**config.mk**
```make
export PLATFORM = sky130hd
export DESIGN_NAME = dsp_dp
export DESIGN_NICKNAME = d
export VERILOG_FILES = /design/src/core/dsp_dp_pkg.sv /design/src/core/dsp_dp.sv /design/src/core/dsp_cond_eval.sv
export VERILOG_INCLUDE_DIRS = /design/src /design/src/core
export SDC_FILE = /design/constraint.sdc
export NUM_CORES = 2
export LEC_CHECK = 0
export BUFFER_PORTS_ARGS = -buffer_cell sky130_fd_sc_hd__buf_2
export CAP_MARGIN = 40
export CORE_ASPECT_RATIO = 1.5
export CORE_MARGIN = 2
export CORE_UTILIZATION = 50
export DETAILED_ROUTE_END_ITERATION = 8
export PLACE_DENSITY = 0.78
export SYNTH_ARGS = -nofsm -noshare
export SYNTH_HDL_FRONTEND = slang
export SYNTH_SLANG_ARGS = --single-unit
```
**constraint.sdc**
```tcl
create_clock -name clk_i -period 15.6 [get_ports clk_i]
set_input_delay 2.34 -clock clk_i [delete_from_list [all_inputs] [get_ports clk_i]]
set_output_delay 2.34 -clock clk_i [all_outputs]
set_load 0.01 [all_outputs]
```
**src/core/dsp_dp_map.svh**
```systemverilog
// Purpose: constants for the datapath of the fixed-point core
// Assumes: included by its bare name
// Notes: operand select codes are local choices
`ifndef DSP_DP_MAP_SVH
`define DSP_DP_MAP_SVH
`define WORD_W 16
`define ACC_W 40
`define MID_LSB 16
`define TOP_LSB 32
`define IMM_W 8
`define ACC_RESET 40'h00_0000_0000
`define WORD_RESET 16'h0000
`define EXP_RESET 8'h00
`define BLOCK_EXP_RESET 8'hF0
`endif

```
**src/core/dsp_dp_pkg.sv**
```systemverilog
// Purpose: types for the datapath of the fixed-point core
// Assumes: none
// Notes: codes are binary, listed in full
package dsp_dp_pkg;
	typedef enum logic [3:0] {
		ALU_X0 = 4'h0, ALU_X1 = 4'h1, ALU_XR = 4'h2, ALU_XML = 4'h3,
		ALU_XMM = 4'h4, ALU_XMT = 4'h5, ALU_XSL = 4'h6, ALU_XSH = 4'h7
	} alu_xsel_t;
	typedef enum logic [1:0] {
		ALU_Y0 = 2'h0, ALU_Y1 = 2'h1, ALU_YF = 2'h2
	} alu_ysel_t;
	typedef enum logic [2:0] {
		SH_SI = 3'h0, SH_SL = 3'h1, SH_SH = 3'h2, SH_ML = 3'h3,
		SH_MM = 3'h4, SH_MT = 3'h5
	} sh_xsel_t;
	typedef enum logic [2:0] {
		SOP_NONE = 3'h0, SOP_ARITHMETIC_SHIFT = 3'h1, SOP_LOGICAL_SHIFT = 3'h2,
		SOP_LEADING_BIT_ALIGN_SHIFT = 3'h3, SOP_EXP = 3'h4, SOP_BLOCK_SCALE_ADJUST = 3'h5
	} sh_op_t;
	typedef enum logic [1:0] {
		REF_HI = 2'h0, REF_LO = 2'h1, REF_HIX = 2'h2
	} sh_ref_t;
	typedef enum logic [1:0] {
		MAC_NONE = 2'h0, MAC_MUL = 2'h1, MAC_ACC = 2'h2, MAC_SAT = 2'h3
	} mac_op_t;
	typedef enum logic [4:0] {
		C_EQ = 5'h00, C_NE = 5'h01, C_LT = 5'h02, C_GE = 5'h03,
		C_LE = 5'h04, C_GT = 5'h05, C_AC = 5'h06, C_NAC = 5'h07,
		C_AV = 5'h08, C_NAV = 5'h09, C_MV = 5'h0A, C_NMV = 5'h0B,
		C_NEG = 5'h0C, C_POS = 5'h0D, C_NCE = 5'h0E, C_TRUE = 5'h0F
	} cond_t;
	typedef struct packed {
		mac_op_t op;
		logic x_signed;
		logic y_signed;
		logic round;
		logic [15:0] x;
		logic [15:0] y;
	} mac_req_t;
	typedef struct packed {
		sh_op_t op;
		sh_ref_t refsel;
		logic or_mode;
		logic imm_en;
		logic [7:0] imm;
		sh_xsel_t xsel;
	} sh_req_t;
	typedef struct packed {
		logic zero;
		logic sign;
		logic carry;
		logic ovf;
		logic mac_ovf;
		logic ce;
	} status_t;
endpackage

```
**src/core/dsp_dp.sv**
```systemverilog
// Purpose: operand paths, multiply-accumulate and shifter of the core
// Assumes: sequencer supplies decoded selects each cycle
// Notes: alu itself lives outside; its operands leave here
//
// Summary of operation
// RULE_01: alu operands from fixed register sets
// RULE_02: sequencer never pairs divide step, y0
// RULE_03: accumulator is 40 bits, three words
// RULE_04: multiplier signed, unsigned, rounded options
// RULE_05: shifter operand from its allowed set
// RULE_06: hi/lo reference selects result word
// RULE_07: extended reference adds overflow bit
// RULE_08: immediate shifts may OR into result
// RULE_09: normalize, exponent derive, block adjust
// RULE_10: zero/sign condition codes decoded
// RULE_11: carry, overflow, sign, counter tests
// RULE_12: immediate shift count 8-bit signed
// RULE_13: saturate accumulator on mac overflow
// RULE_14: pin conditions only on jump, call
`timescale 1ns/1ns
`include "dsp_dp_map.svh"
module dsp_dp #(
	parameter int W = `WORD_W,
	parameter int AW = `ACC_W
) (
	input wire logic clk_i,
	input wire logic rst_i,
	input wire logic [W-1:0] alu_x_input_0_i,
	input wire logic [W-1:0] alu_x_input_1_i,
	input wire logic [W-1:0] alu_y_input_0_i,
	input wire logic [W-1:0] alu_y_input_1_i,
	input wire logic [W-1:0] alu_feedback_i,
	input wire logic [W-1:0] alu_result_i,
	input wire logic [W-1:0] shifter_input_i,
	input wire dsp_dp_pkg::alu_xsel_t alu_xsel_i,
	input wire dsp_dp_pkg::alu_ysel_t alu_ysel_i,
	input wire dsp_dp_pkg::mac_req_t mac_req_i,
	input wire dsp_dp_pkg::sh_req_t sh_req_i,
	input wire dsp_dp_pkg::cond_t cond_i,
	input wire dsp_dp_pkg::status_t status_i,
	output logic [W-1:0] alu_x_o,
	output logic [W-1:0] alu_y_o,
	output logic [AW-1:0] mac_result_o,
	output logic mac_overflow_flag_o,
	output logic [2*W-1:0] shifter_result_o,
	output logic [7:0] shift_exponent_o,
	output logic [7:0] block_exponent_register_o,
	output logic cond_pass_o
);
	logic [AW-1:0] acc;
	logic [AW-1:0] next_acc;
	logic mv;
	logic next_mv;
	logic [2*W-1:0] sr;
	logic [2*W-1:0] next_sr;
	logic [7:0] se;
	logic [7:0] next_se;
	logic [7:0] sb;
	logic [7:0] next_sb;
	logic [W-1:0] mac_result_low;
	logic [W-1:0] mac_result_mid;
	logic [7:0] mac_result_top;
	logic [W-1:0] shx;
	logic pass;
	logic [W:0] sx_ext;
	logic [W:0] sy_ext;
	logic signed [2*W+1:0] prod;
	logic [AW-1:0] prod_acc;
	logic [AW-1:0] sum;
	logic signed [7:0] cnt;
	logic [4*W-1:0] field;
	logic [4*W-1:0] shifted;
	logic [7:0] lead;
	logic xsign;

	// RULE_03: three views of the accumulator
	assign mac_result_low = acc[`MID_LSB-1:0];
	assign mac_result_mid = acc[`TOP_LSB-1:`MID_LSB];
	assign mac_result_top = acc[AW-1:`TOP_LSB];

	// RULE_01: x operand set
	always_comb begin
		unique case (alu_xsel_i)
			dsp_dp_pkg::ALU_X0: alu_x_o = alu_x_input_0_i;
			dsp_dp_pkg::ALU_X1: alu_x_o = alu_x_input_1_i;
			dsp_dp_pkg::ALU_XR: alu_x_o = alu_result_i;
			dsp_dp_pkg::ALU_XML: alu_x_o = mac_result_low;
			dsp_dp_pkg::ALU_XMM: alu_x_o = mac_result_mid;
			dsp_dp_pkg::ALU_XMT: alu_x_o = {{(W-8){mac_result_top[7]}},
				mac_result_top};
			dsp_dp_pkg::ALU_XSL: alu_x_o = sr[W-1:0];
			dsp_dp_pkg::ALU_XSH: alu_x_o = sr[2*W-1:W];
			default: alu_x_o = alu_x_input_0_i;
		endcase
	end

	// RULE_01: y operand set; RULE_02: y0 with divide step never issued
	always_comb begin
		unique case (alu_ysel_i)
			dsp_dp_pkg::ALU_Y0: alu_y_o = alu_y_input_0_i;
			dsp_dp_pkg::ALU_Y1: alu_y_o = alu_y_input_1_i;
			dsp_dp_pkg::ALU_YF: alu_y_o = alu_feedback_i;
			default: alu_y_o = alu_feedback_i;
		endcase
	end

	// RULE_05: shifter operand set
	always_comb begin
		unique case (sh_req_i.xsel)
			dsp_dp_pkg::SH_SI: shx = shifter_input_i;
			dsp_dp_pkg::SH_SL: shx = sr[W-1:0];
			dsp_dp_pkg::SH_SH: shx = sr[2*W-1:W];
			dsp_dp_pkg::SH_ML: shx = mac_result_low;
			dsp_dp_pkg::SH_MM: shx = mac_result_mid;
			dsp_dp_pkg::SH_MT: shx = {{(W-8){mac_result_top[7]}},
				mac_result_top};
			default: shx = shifter_input_i;
		endcase
	end

	// RULE_11: sign of the alu x operand
	assign xsign = alu_x_o[W-1];
	// RULE_14: pin tests are not decoded here
	dsp_cond_eval u_cond (
		.cond_i(cond_i),
		.st_i(status_i),
		.xop_sign_i(xsign),
		.pass_o(pass)
	);
	assign cond_pass_o = pass;

	// RULE_04: operand signedness and rounding
	always_comb begin
		sx_ext = {mac_req_i.x_signed & mac_req_i.x[W-1], mac_req_i.x};
		sy_ext = {mac_req_i.y_signed & mac_req_i.y[W-1], mac_req_i.y};
		prod = $signed(sx_ext) * $signed(sy_ext);
		prod_acc = AW'(prod);
		sum = acc + prod_acc;
		if (mac_req_i.round) begin
			prod_acc = prod_acc + AW'(1 << (`MID_LSB - 1));
			sum = sum + AW'(1 << (`MID_LSB - 1));
		end
	end

	always_comb begin
		next_acc = acc;
		next_mv = mv;
		if (pass) begin
			unique case (mac_req_i.op)
				dsp_dp_pkg::MAC_NONE: next_acc = acc;
				dsp_dp_pkg::MAC_MUL: next_acc = prod_acc;
				dsp_dp_pkg::MAC_ACC: next_acc = sum;
				// RULE_13: clamp to signed extreme
				dsp_dp_pkg::MAC_SAT: begin
					if (mv)
						next_acc = acc[AW-1] ? {1'b1, {(AW-1){1'b0}}}
							: {1'b0, {(AW-1){1'b1}}};
				end
			endcase
			// overflow means top bits disagree with bit 31
			if (mac_req_i.op != dsp_dp_pkg::MAC_NONE)
				next_mv = !(&next_acc[AW-1:`TOP_LSB-1] ||
					~|next_acc[AW-1:`TOP_LSB-1]);
		end
	end

	// RULE_12: 8-bit signed count from the instruction when imm_en, else from se
	assign cnt = sh_req_i.imm_en ? $signed(sh_req_i.imm) : $signed(se);

	// RULE_09: leading sign bits of the input word
	always_comb begin
		lead = 8'h00;
		for (int i = W - 2; i >= 0; i--) begin
			if (shx[i] != shx[W-1])
				break;
			lead = lead + 8'h01;
		end
	end

	always_comb begin
		next_sr = sr;
		next_se = se;
		next_sb = sb;
		field = '0;
		shifted = '0;
		// RULE_06: place the word at high or low half
		if (sh_req_i.refsel == dsp_dp_pkg::REF_LO)
			field = {{(2*W){sh_req_i.op == dsp_dp_pkg::SOP_ARITHMETIC_SHIFT &
				shx[W-1]}}, {W{sh_req_i.op == dsp_dp_pkg::SOP_ARITHMETIC_SHIFT &
				shx[W-1]}}, shx};
		else
			field = {{(2*W){sh_req_i.op == dsp_dp_pkg::SOP_ARITHMETIC_SHIFT &
				shx[W-1]}}, shx, {W{1'b0}}};
		if (cnt[7])
			shifted = (sh_req_i.op == dsp_dp_pkg::SOP_ARITHMETIC_SHIFT) ?
				(4*W)'($signed(field) >>> (-cnt)) : field >> (-cnt);
		else
			shifted = field << cnt;
		if (pass) begin
			unique case (sh_req_i.op)
				dsp_dp_pkg::SOP_NONE: next_sr = sr;
				// RULE_08: optional OR into result
				dsp_dp_pkg::SOP_ARITHMETIC_SHIFT, dsp_dp_pkg::SOP_LOGICAL_SHIFT,
				dsp_dp_pkg::SOP_LEADING_BIT_ALIGN_SHIFT:
					next_sr = (sh_req_i.or_mode ? sr : '0) |
						shifted[2*W-1:0];
				dsp_dp_pkg::SOP_EXP: begin
					// RULE_07: overflow bit as extension
					if (sh_req_i.refsel == dsp_dp_pkg::REF_HIX &&
						status_i.ovf)
						next_se = 8'h01;
					else if (sh_req_i.refsel == dsp_dp_pkg::REF_HIX)
						next_se = -lead;
					else
						next_se = -lead;
				end
				// RULE_09: block exponent keeps the largest
				dsp_dp_pkg::SOP_BLOCK_SCALE_ADJUST:
					if ($signed(-lead) > $signed(sb))
						next_sb = -lead;
				// codes above the last op are illegal
				default: next_sr = sr;
			endcase
		end
	end

	always_ff @(posedge clk_i) begin
		if (rst_i) begin
			acc <= `ACC_RESET;
			mv <= 1'b0;
			sr <= {`WORD_RESET, `WORD_RESET};
			se <= `EXP_RESET;
			sb <= `BLOCK_EXP_RESET;
		end else begin
			acc <= next_acc;
			mv <= next_mv;
			sr <= next_sr;
			se <= next_se;
			sb <= next_sb;
		end
	end

	assign mac_result_o = acc;
	assign mac_overflow_flag_o = mv;
	assign shifter_result_o = sr;
	assign shift_exponent_o = se;
	assign block_exponent_register_o = sb;
endmodule

```
**src/core/dsp_cond_eval.sv**
```systemverilog
// Purpose: evaluates a condition code against core status
// Assumes: status is the latest result's
// Notes: pure combinational
`timescale 1ns/1ns
module dsp_cond_eval (
	input wire dsp_dp_pkg::cond_t cond_i,
	input wire dsp_dp_pkg::status_t st_i,
	input wire logic xop_sign_i,
	output logic pass_o
);
	always_comb begin
		unique case (cond_i)
			// RULE_10: zero and sign codes
			dsp_dp_pkg::C_EQ: pass_o = st_i.zero;
			dsp_dp_pkg::C_NE: pass_o = !st_i.zero;
			dsp_dp_pkg::C_LT: pass_o = st_i.sign;
			dsp_dp_pkg::C_GE: pass_o = !st_i.sign;
			dsp_dp_pkg::C_LE: pass_o = st_i.sign | st_i.zero;
			dsp_dp_pkg::C_GT: pass_o = !(st_i.sign | st_i.zero);
			// RULE_11: flag and sign tests
			dsp_dp_pkg::C_AC: pass_o = st_i.carry;
			dsp_dp_pkg::C_NAC: pass_o = !st_i.carry;
			dsp_dp_pkg::C_AV: pass_o = st_i.ovf;
			dsp_dp_pkg::C_NAV: pass_o = !st_i.ovf;
			dsp_dp_pkg::C_MV: pass_o = st_i.mac_ovf;
			dsp_dp_pkg::C_NMV: pass_o = !st_i.mac_ovf;
			dsp_dp_pkg::C_NEG: pass_o = xop_sign_i;
			dsp_dp_pkg::C_POS: pass_o = !xop_sign_i;
			dsp_dp_pkg::C_NCE: pass_o = !st_i.ce;
			dsp_dp_pkg::C_TRUE: pass_o = 1'b1;
			default: pass_o = 1'b0;
		endcase
	end
endmodule

```
# Yosys cells after proc, flatten, opt, wreduce, memory -nomap -nowiden
# Cells that the tools add are included.
# classes
add_sub_neg	19
n_mul	1
order_cmp	1
n_eq_ne	55
shifts	3
mux	256
bitwise	5
n_reduce_logical	24
# ops
operator	count
2-to-1 mux 8 bit	121
2-to-1 mux 40 bit	5
one-hot mux 40 bit (4 select lines)	1
2-to-1 mux 32 bit	4
2-to-1 mux 1 bit	121
adder 8 x 1 -> 8 bit (second input constant)	14
one-hot mux 16 bit (7 select lines)	1
one-hot mux 16 bit (5 select lines)	1
<< shifter 64 x 8 -> 32 bit	1
>> shifter 64 x 8 -> 32 bit	1
adder 40 x 16 -> 40 bit (second input constant)	1
adder 40 bit	1
== test 5 x 4 -> 1 bit (second input constant)	8
adder 34 x 17 -> 35 bit (second input constant)	1
multiplier 17 x 17 -> 34 bit	1
>>> shifter 33 x 8 -> 32 bit	1
OR 32 bit	1
one-hot mux 16 bit (2 select lines)	1
== test 5 x 3 -> 1 bit (second input constant)	4
== test 4 x 3 -> 1 bit (second input constant)	4
negator 8 bit	2
one-hot mux 1 bit (16 select lines)	1
inequality test 1 bit	15
== test 3 x 2 -> 1 bit (second input constant)	4
other kinds (24)	49
# totals
register_bits	89
in_bits	186
output_inout_bits	122
word_cells	370

# Depth between registers and ports, before layout
# depth
word_depth	141
mapped_depth	77
mapped_depth_nobuf	71

# Modules after synthesis
# From an unflattened synthesis, not the netlist that was laid out.
# hier_totals
cells_unflattened	3632
area_unflattened_um2	27062.2
# by_module_without_submodules
mod	instances	cells_each	area_each_um2	seq_area_each_um2
dsp_dp	1	3616	26937.1	1781.7
dsp_cond_eval	1	16	125.1	0.0

# Worst setup path after synthesis
# Ideal clock, no wire load.
# synth_path
kind	input-to-reg
start	in sh_req_i[2] (netlist name)
end	reg sb[0] (netlist: block_exponent_register_o[0])
setup_time_ps	128
t_arrival_ps	14576
t_required_ps	15472
slack_ps	897
stages	73
path_cell_list	buf_6 > buf_2 > buf_2 > buf_1 > clkbuf_1 > nand2b_1 > a21oi_1 > o21ai_0 > o22ai_1 > xnor2_1 > ha_1 > clkbuf_1 > xor2_2 > xnor2_1 > ha_1 > a211oi_1 > nand2_1 > xnor2_1 > [37 not listed] > xnor2_1 > a211o_1 > o211ai_1 > and3_1 > and4_1 > xnor2_1 > inv_1 > ha_1 > nor2b_1 > o21ai_0 > nand2_1 > o211ai_1 > o21ai_0 > nand3_1 > clkbuf_1 > nor2_1 > a21oi_1 > nor2_1
# synth_via
elab_chain_len	141
elab_cells_between_ends	278
# synth_rtl
item	line	rtl
from (decl)	dsp_dp.sv:38	input wire dsp_dp_pkg::sh_req_t sh_req_i,
== test 3 bit (tied with other cells)	dsp_dp.sv:109	unique case (sh_req_i.xsel)
one-hot mux 16 bit (5 select lines) *	dsp_dp.sv:109	
inequality test 1 bit	dsp_dp.sv:174	if (shx[i] != shx[W-1])
2-to-1 mux 1 bit	dsp_dp.sv:174	
2-to-1 mux 1 bit	dsp_dp.sv:176	lead = lead + 8'h01;
adder 8 x 1 -> 8 bit	dsp_dp.sv:176	
2-to-1 mux 8 bit	dsp_dp.sv:176	
2-to-1 mux 8 bit	dsp_dp.sv:173	for (int i = W - 2; i >= 0; i--) begin
[101 not listed]	--	
2-to-1 mux 8 bit (13 in series)	dsp_dp.sv:173	
adder 8 x 1 -> 8 bit	dsp_dp.sv:176	
2-to-1 mux 8 bit	dsp_dp.sv:176	
2-to-1 mux 8 bit (13 in series)	dsp_dp.sv:173	
2-to-1 mux 8 bit *	dsp_dp.sv:173	
negator 8 bit *	dsp_dp.sv:219, dsp_dp.sv:220	
> comparator 8 bit	dsp_dp.sv:219	if ($signed(-lead) > $signed(sb))
AND reduction 3 bit (no source line)	--	
to (signal assigned)	dsp_dp.sv:233	sb <= `BLOCK_EXP_RESET;
to (signal assigned)	dsp_dp.sv:239	sb <= next_sb;
to (decl)	dsp_dp.sv:58	logic [7:0] sb;
# Mark *: on every way between the ends. The rest lies on a longest branch, timed or not. The select of a mux whose other input is x is not followed.
# A chain may end at the register's enable or synchronous reset.

# Worst setup path in the final report
# layout_path
start	in sh_req_i[0] (netlist name)
end	reg sb[2] (netlist: block_exponent_register_o[2])
# Same word-level chain as after synthesis.

==> summary.md <==
| Metric | Value |
|---|---|
| Placed wire-length estimate after detailed placement | `81890 um` |
| Total grt overflow | `0` |
| Die footprint | `55060 sq um` |
| Via count of the first global-routing pass | `27530` |
| Fraction of synthesized cell area in xor and xnor cells | `7.187%` |
| Met1 layer wirelength in the final routing | `35050 um` |
| Main synth FF type | `sky130_fd_sc_hd__dfxtp_1` |
| Nature of the critical path endpoint | `flop` |
| Maximum number of pins on one net before global-route repair | `75` |
| Total Routed Length | `103600 um` |
| Leading cell type by number of instances after synthesis | `sky130_fd_sc_hd__nand2_1` |
| Die width | `192.3 um` |
| Highest cell delay on the worst timing path | `0.48 ns` |
| Site Rows | `103` |
| Post-Route Skew | `0.02519 ns` |
| Number of nets in the synthesized netlist | `4229` |
| Met3 WL post-DR | `8901 um` |
| FFs w/ async S/R, synth | `0%` |
| Synthesized flop and latch total | `89` |
| Worst setup slack for register-to-register paths | `2.75 ns` |
| Count of flip-flops with a built-in enable after synthesis | `0` |
| Global-route usage over all layers | `37.04%` |
| Initial DRT Pass Iterations | `9` |
| Unique masters post-synth | `95` |
| Routed vias/inst | `6.321` |
| Data required time at the worst endpoint | `15.88 ns` |
| Filler Cells Inserted | `5088` |
| Boundary Pins | `308` |
| Buffer levels on the longest clock path | `2` |
| Layout cell share with drive strength beyond 1 | `13.19%` |
| Maximum fanout along the worst path | `20` |
| Multiplexer fraction of the synthesized cell area | `2.113%` |
| Core box area | `52580 sq um` |
| Final core utilization | `55.71%` |
| Layout area overhead | `10.20%` |
| Tcrit/Tclk final | `93.08%` |
| Worst setup margin | `1.079 ns` |
| Post-synthesis instance area | `26580 sq um` |
| Total placed cells including tap cells | `4448` |
| Total negative slack for setup checks | `0 ns` |
| Hold Vio Cnt, Final | `0` |
| Number of cells on the worst reg-to-reg path | `66` |
| Startpoint type of the worst setup path | `input port` |
| Number of nets in the layout | `4422` |
| Wire length of the first global-routing pass | `156200 um` |
| Synth Warn # | `0` |
| Initial antenna violation count | `4` |
| Worst slew margin | `35.52%` |
| DRC | `0` |
| Worst setup startpoint | `sh_req_i[0]` |
| Final weighted congestion in routability-driven placement | `1.058` |
| Seq/Total Area, Yosys | `6.702%` |
| Avg Inst Size Synth | `7.396 sq um` |
| Synth area leader | `sky130_fd_sc_hd__fa_1` |
| Gate count of the mapped netlist | `3594` |
| Initial detailed-routing violation count | `2878` |
| Initial Utilization | `50.56%` |
| Clock tree from TritonCTS | `built` |
| Clock-pin slew reported for the worst setup and hold paths after clock tree synthesis | `0.07 ns` |
| Setup Viol. Count Final | `0` |
| Slew @ Worst Pin | `0.9636 ns` |
| Main combinational cell family by area after synthesis | `adder cells` |
| Compound-gate portion of the synthesized area | `23.73%` |
| Count of maximum capacitance violations | `0` |
| Run status | `completed` |
| Topmost layer with routed signal wires | `met5` |
| Top area cells in the synthesized netlist | `sky130_fd_sc_hd__fa_1, sky130_fd_sc_hd__ha_1, sky130_fd_sc_hd__dfxtp_1` |
| Chip height | `286.4 um` |
| Average detailed-routed wire length per instance | `23.15 um` |
| Port buffer count | `307` |
| Number of hold buffers added after CTS | `0` |
| RR Endpoint | `block_exponent_register_o[2]$_SDFFE_PP0P_` |
| Library cell contributing the largest single delay on the critical path | `sky130_fd_sc_hd__or4_1` |
| Area share of and/or/nand/nor cells after synthesis | `22.62%` |
| Max-slew violations | `0` |
| Critical Path Most Common Cell | `sky130_fd_sc_hd__nor2_1` |
| Setup crit end | `block_exponent_register_o[2]$_SDFFE_PP0P_` |
| H-tree levels | `3` |
| CTS root buffer | `sky130_fd_sc_hd__clkbuf_16` |
| Final instance count without filler cells | `4477` |
| Post-place setup slack | `0.4121 ns` |
| Critical register-to-register path startpoint | `mac_result_o[39]$_SDFFE_PP0P_` |
| Total via count in the routed design | `28300` |
| Endpoint arrival time on the critical path | `14.80 ns` |
| Worst Hold Class | `flop to flop` |
| Adder-cell area share of the yosys netlist | `29.52%` |
| Fraction of synthesized cell area taken by the top area cell type | `22.37%` |
| Num CTS Buffers | `9` |
| Post-detailed-route count of antenna-violating nets | `0` |
| Routed length on met2 | `50930 um` |
| RSZ-0062 raised after global routing | `false` |
| Shortest clock period the worst path allows after layout | `14.52 ns` |
| Clock Latency Late Sink | `0.41 ns` |
| CTS sink count | `89` |
| Category of the critical setup timing path | `input port to flop` |
| Max Clk Rate | `0.06887 GHz` |
| Synth top cells by count | `sky130_fd_sc_hd__nand2_1, sky130_fd_sc_hd__inv_1, sky130_fd_sc_hd__nor2_1` |
metal layers:
metal	vias up	global-route usage [%]
met5	-	0.8945
met4	4	26.93
met3	475	7.191
met2	1497	63.40
met1	13490	40.48
li1	12840	-
layout by cell type, fill, tap and decap left out, types with 15 or more instances in the layout:
| master | n |
|---|---|
| sky130_fd_sc_hd__a211oi_1 | 42 |
| sky130_fd_sc_hd__a21o_1 | 44 |
| sky130_fd_sc_hd__a21oi_1 | 247 |
| sky130_fd_sc_hd__a221oi_1 | 17 |
| sky130_fd_sc_hd__a222oi_1 | 17 |
| sky130_fd_sc_hd__a22oi_1 | 75 |
| sky130_fd_sc_hd__a31oi_1 | 39 |
| sky130_fd_sc_hd__and2_1 | 133 |
| sky130_fd_sc_hd__and3_1 | 30 |
| sky130_fd_sc_hd__buf_2 | 310 |
| sky130_fd_sc_hd__buf_4 | 71 |
| sky130_fd_sc_hd__dfxtp_1 | 89 |
| sky130_fd_sc_hd__fa_1 | 297 |
| sky130_fd_sc_hd__ha_1 | 152 |
| sky130_fd_sc_hd__inv_1 | 359 |
| sky130_fd_sc_hd__mux2i_1 | 43 |
| sky130_fd_sc_hd__nand2_1 | 418 |
| sky130_fd_sc_hd__nand2b_1 | 42 |
| sky130_fd_sc_hd__nand3_1 | 76 |
| sky130_fd_sc_hd__nand3b_1 | 18 |
| sky130_fd_sc_hd__nand4_1 | 26 |
| sky130_fd_sc_hd__nor2_1 | 309 |
| sky130_fd_sc_hd__nor3_1 | 75 |
| sky130_fd_sc_hd__nor4_1 | 17 |
| sky130_fd_sc_hd__o211ai_1 | 47 |
| sky130_fd_sc_hd__o21ai_0 | 210 |
| sky130_fd_sc_hd__o21bai_1 | 15 |
| sky130_fd_sc_hd__o22ai_1 | 55 |
| sky130_fd_sc_hd__or2_2 | 30 |
| sky130_fd_sc_hd__or3_1 | 19 |
| sky130_fd_sc_hd__xnor2_1 | 128 |
| sky130_fd_sc_hd__xor2_1 | 51 |
cells by family after synthesis:
kind of cell | count (synthesis)
and+or+nand+nor | 1262
buffers and inverters | 568
adders and majority gates | 449
AOI/OAI and AO/OA | 971
muxes | 55
DFF | 89
xor gates and xnor gates | 200
registers in the layout, summed over array words and instances, names as in the netlist:
name	count
shifter_result_o	32
block_exponent_register_o	8
mac_overflow_flag_o	1
mac_result_o	40
shift_exponent_o	8
per-stage QoR:
stage	area, sq um	hold slack (ns)
floorplan	26580	0.4914
global placement	28740	0.4794
detailed placement	28860	0.5014
CTS	29170	0.5151
global route	29290	0.5262
finish	29290	0.5193
area by class of cell:
class / instances / area (sq um) / area share [%]
tap: 682 / 853.3 / 2.913
antenna: 3 / 7.507 / 0.02563
timing repair buffer: 389 / 2220 / 7.577
sequential: 89 / 1782 / 6.082
clock inverter: 7 / 77.57 / 0.2648
inverter: 361 / 1355 / 4.626
multi-input combinational: 2937 / 22770 / 77.74
clock buffer: 9 / 225.2 / 0.7688
worst min path at each step:
stage / startpoint / end / slack (ns) / cells after the start
2_1_floorplan: shift_exponent_o[6]$_SDFFE_PP0P_ / shift_exponent_o[6]$_SDFFE_PP0P_ / 0.49 / 2
3_3_place_gp: shift_exponent_o[1]$_SDFFE_PP0P_ / shift_exponent_o[1]$_SDFFE_PP0P_ / 0.48 / 2
3_5_place_dp: shift_exponent_o[1]$_SDFFE_PP0P_ / shift_exponent_o[1]$_SDFFE_PP0P_ / 0.50 / 2
4_1_cts: block_exponent_register_o[4]$_SDFFE_PP1P_ / block_exponent_register_o[4]$_SDFFE_PP1P_ / 0.52 / 2
5_1_grt: shift_exponent_o[6]$_SDFFE_PP0P_ / shift_exponent_o[6]$_SDFFE_PP0P_ / 0.53 / 2
6_report: block_exponent_register_o[4]$_SDFFE_PP1P_ / block_exponent_register_o[4]$_SDFFE_PP1P_ / 0.52 / 2
critical path, delay by kind of cell:
| family | cells | cell delay (ns) |
|---|---|---|
| compound gates | 20 | 3.68 |
| xor+xnor | 9 | 1.67 |
| fa+ha+maj | 10 | 3.10 |
| buf+inv | 4 | 0.80 |
| mux | 1 | 0.23 |
| simple gates | 24 | 2.96 |
repair_timing:
action,in CTS,in global routing
buffers inserted,0,8
gates resized for setup,0,6
endpoints found under the setup margin,0,8
Power is not shown: default switching activity piles up to over one toggle a cycle in this logic, so the estimate is an artifact.
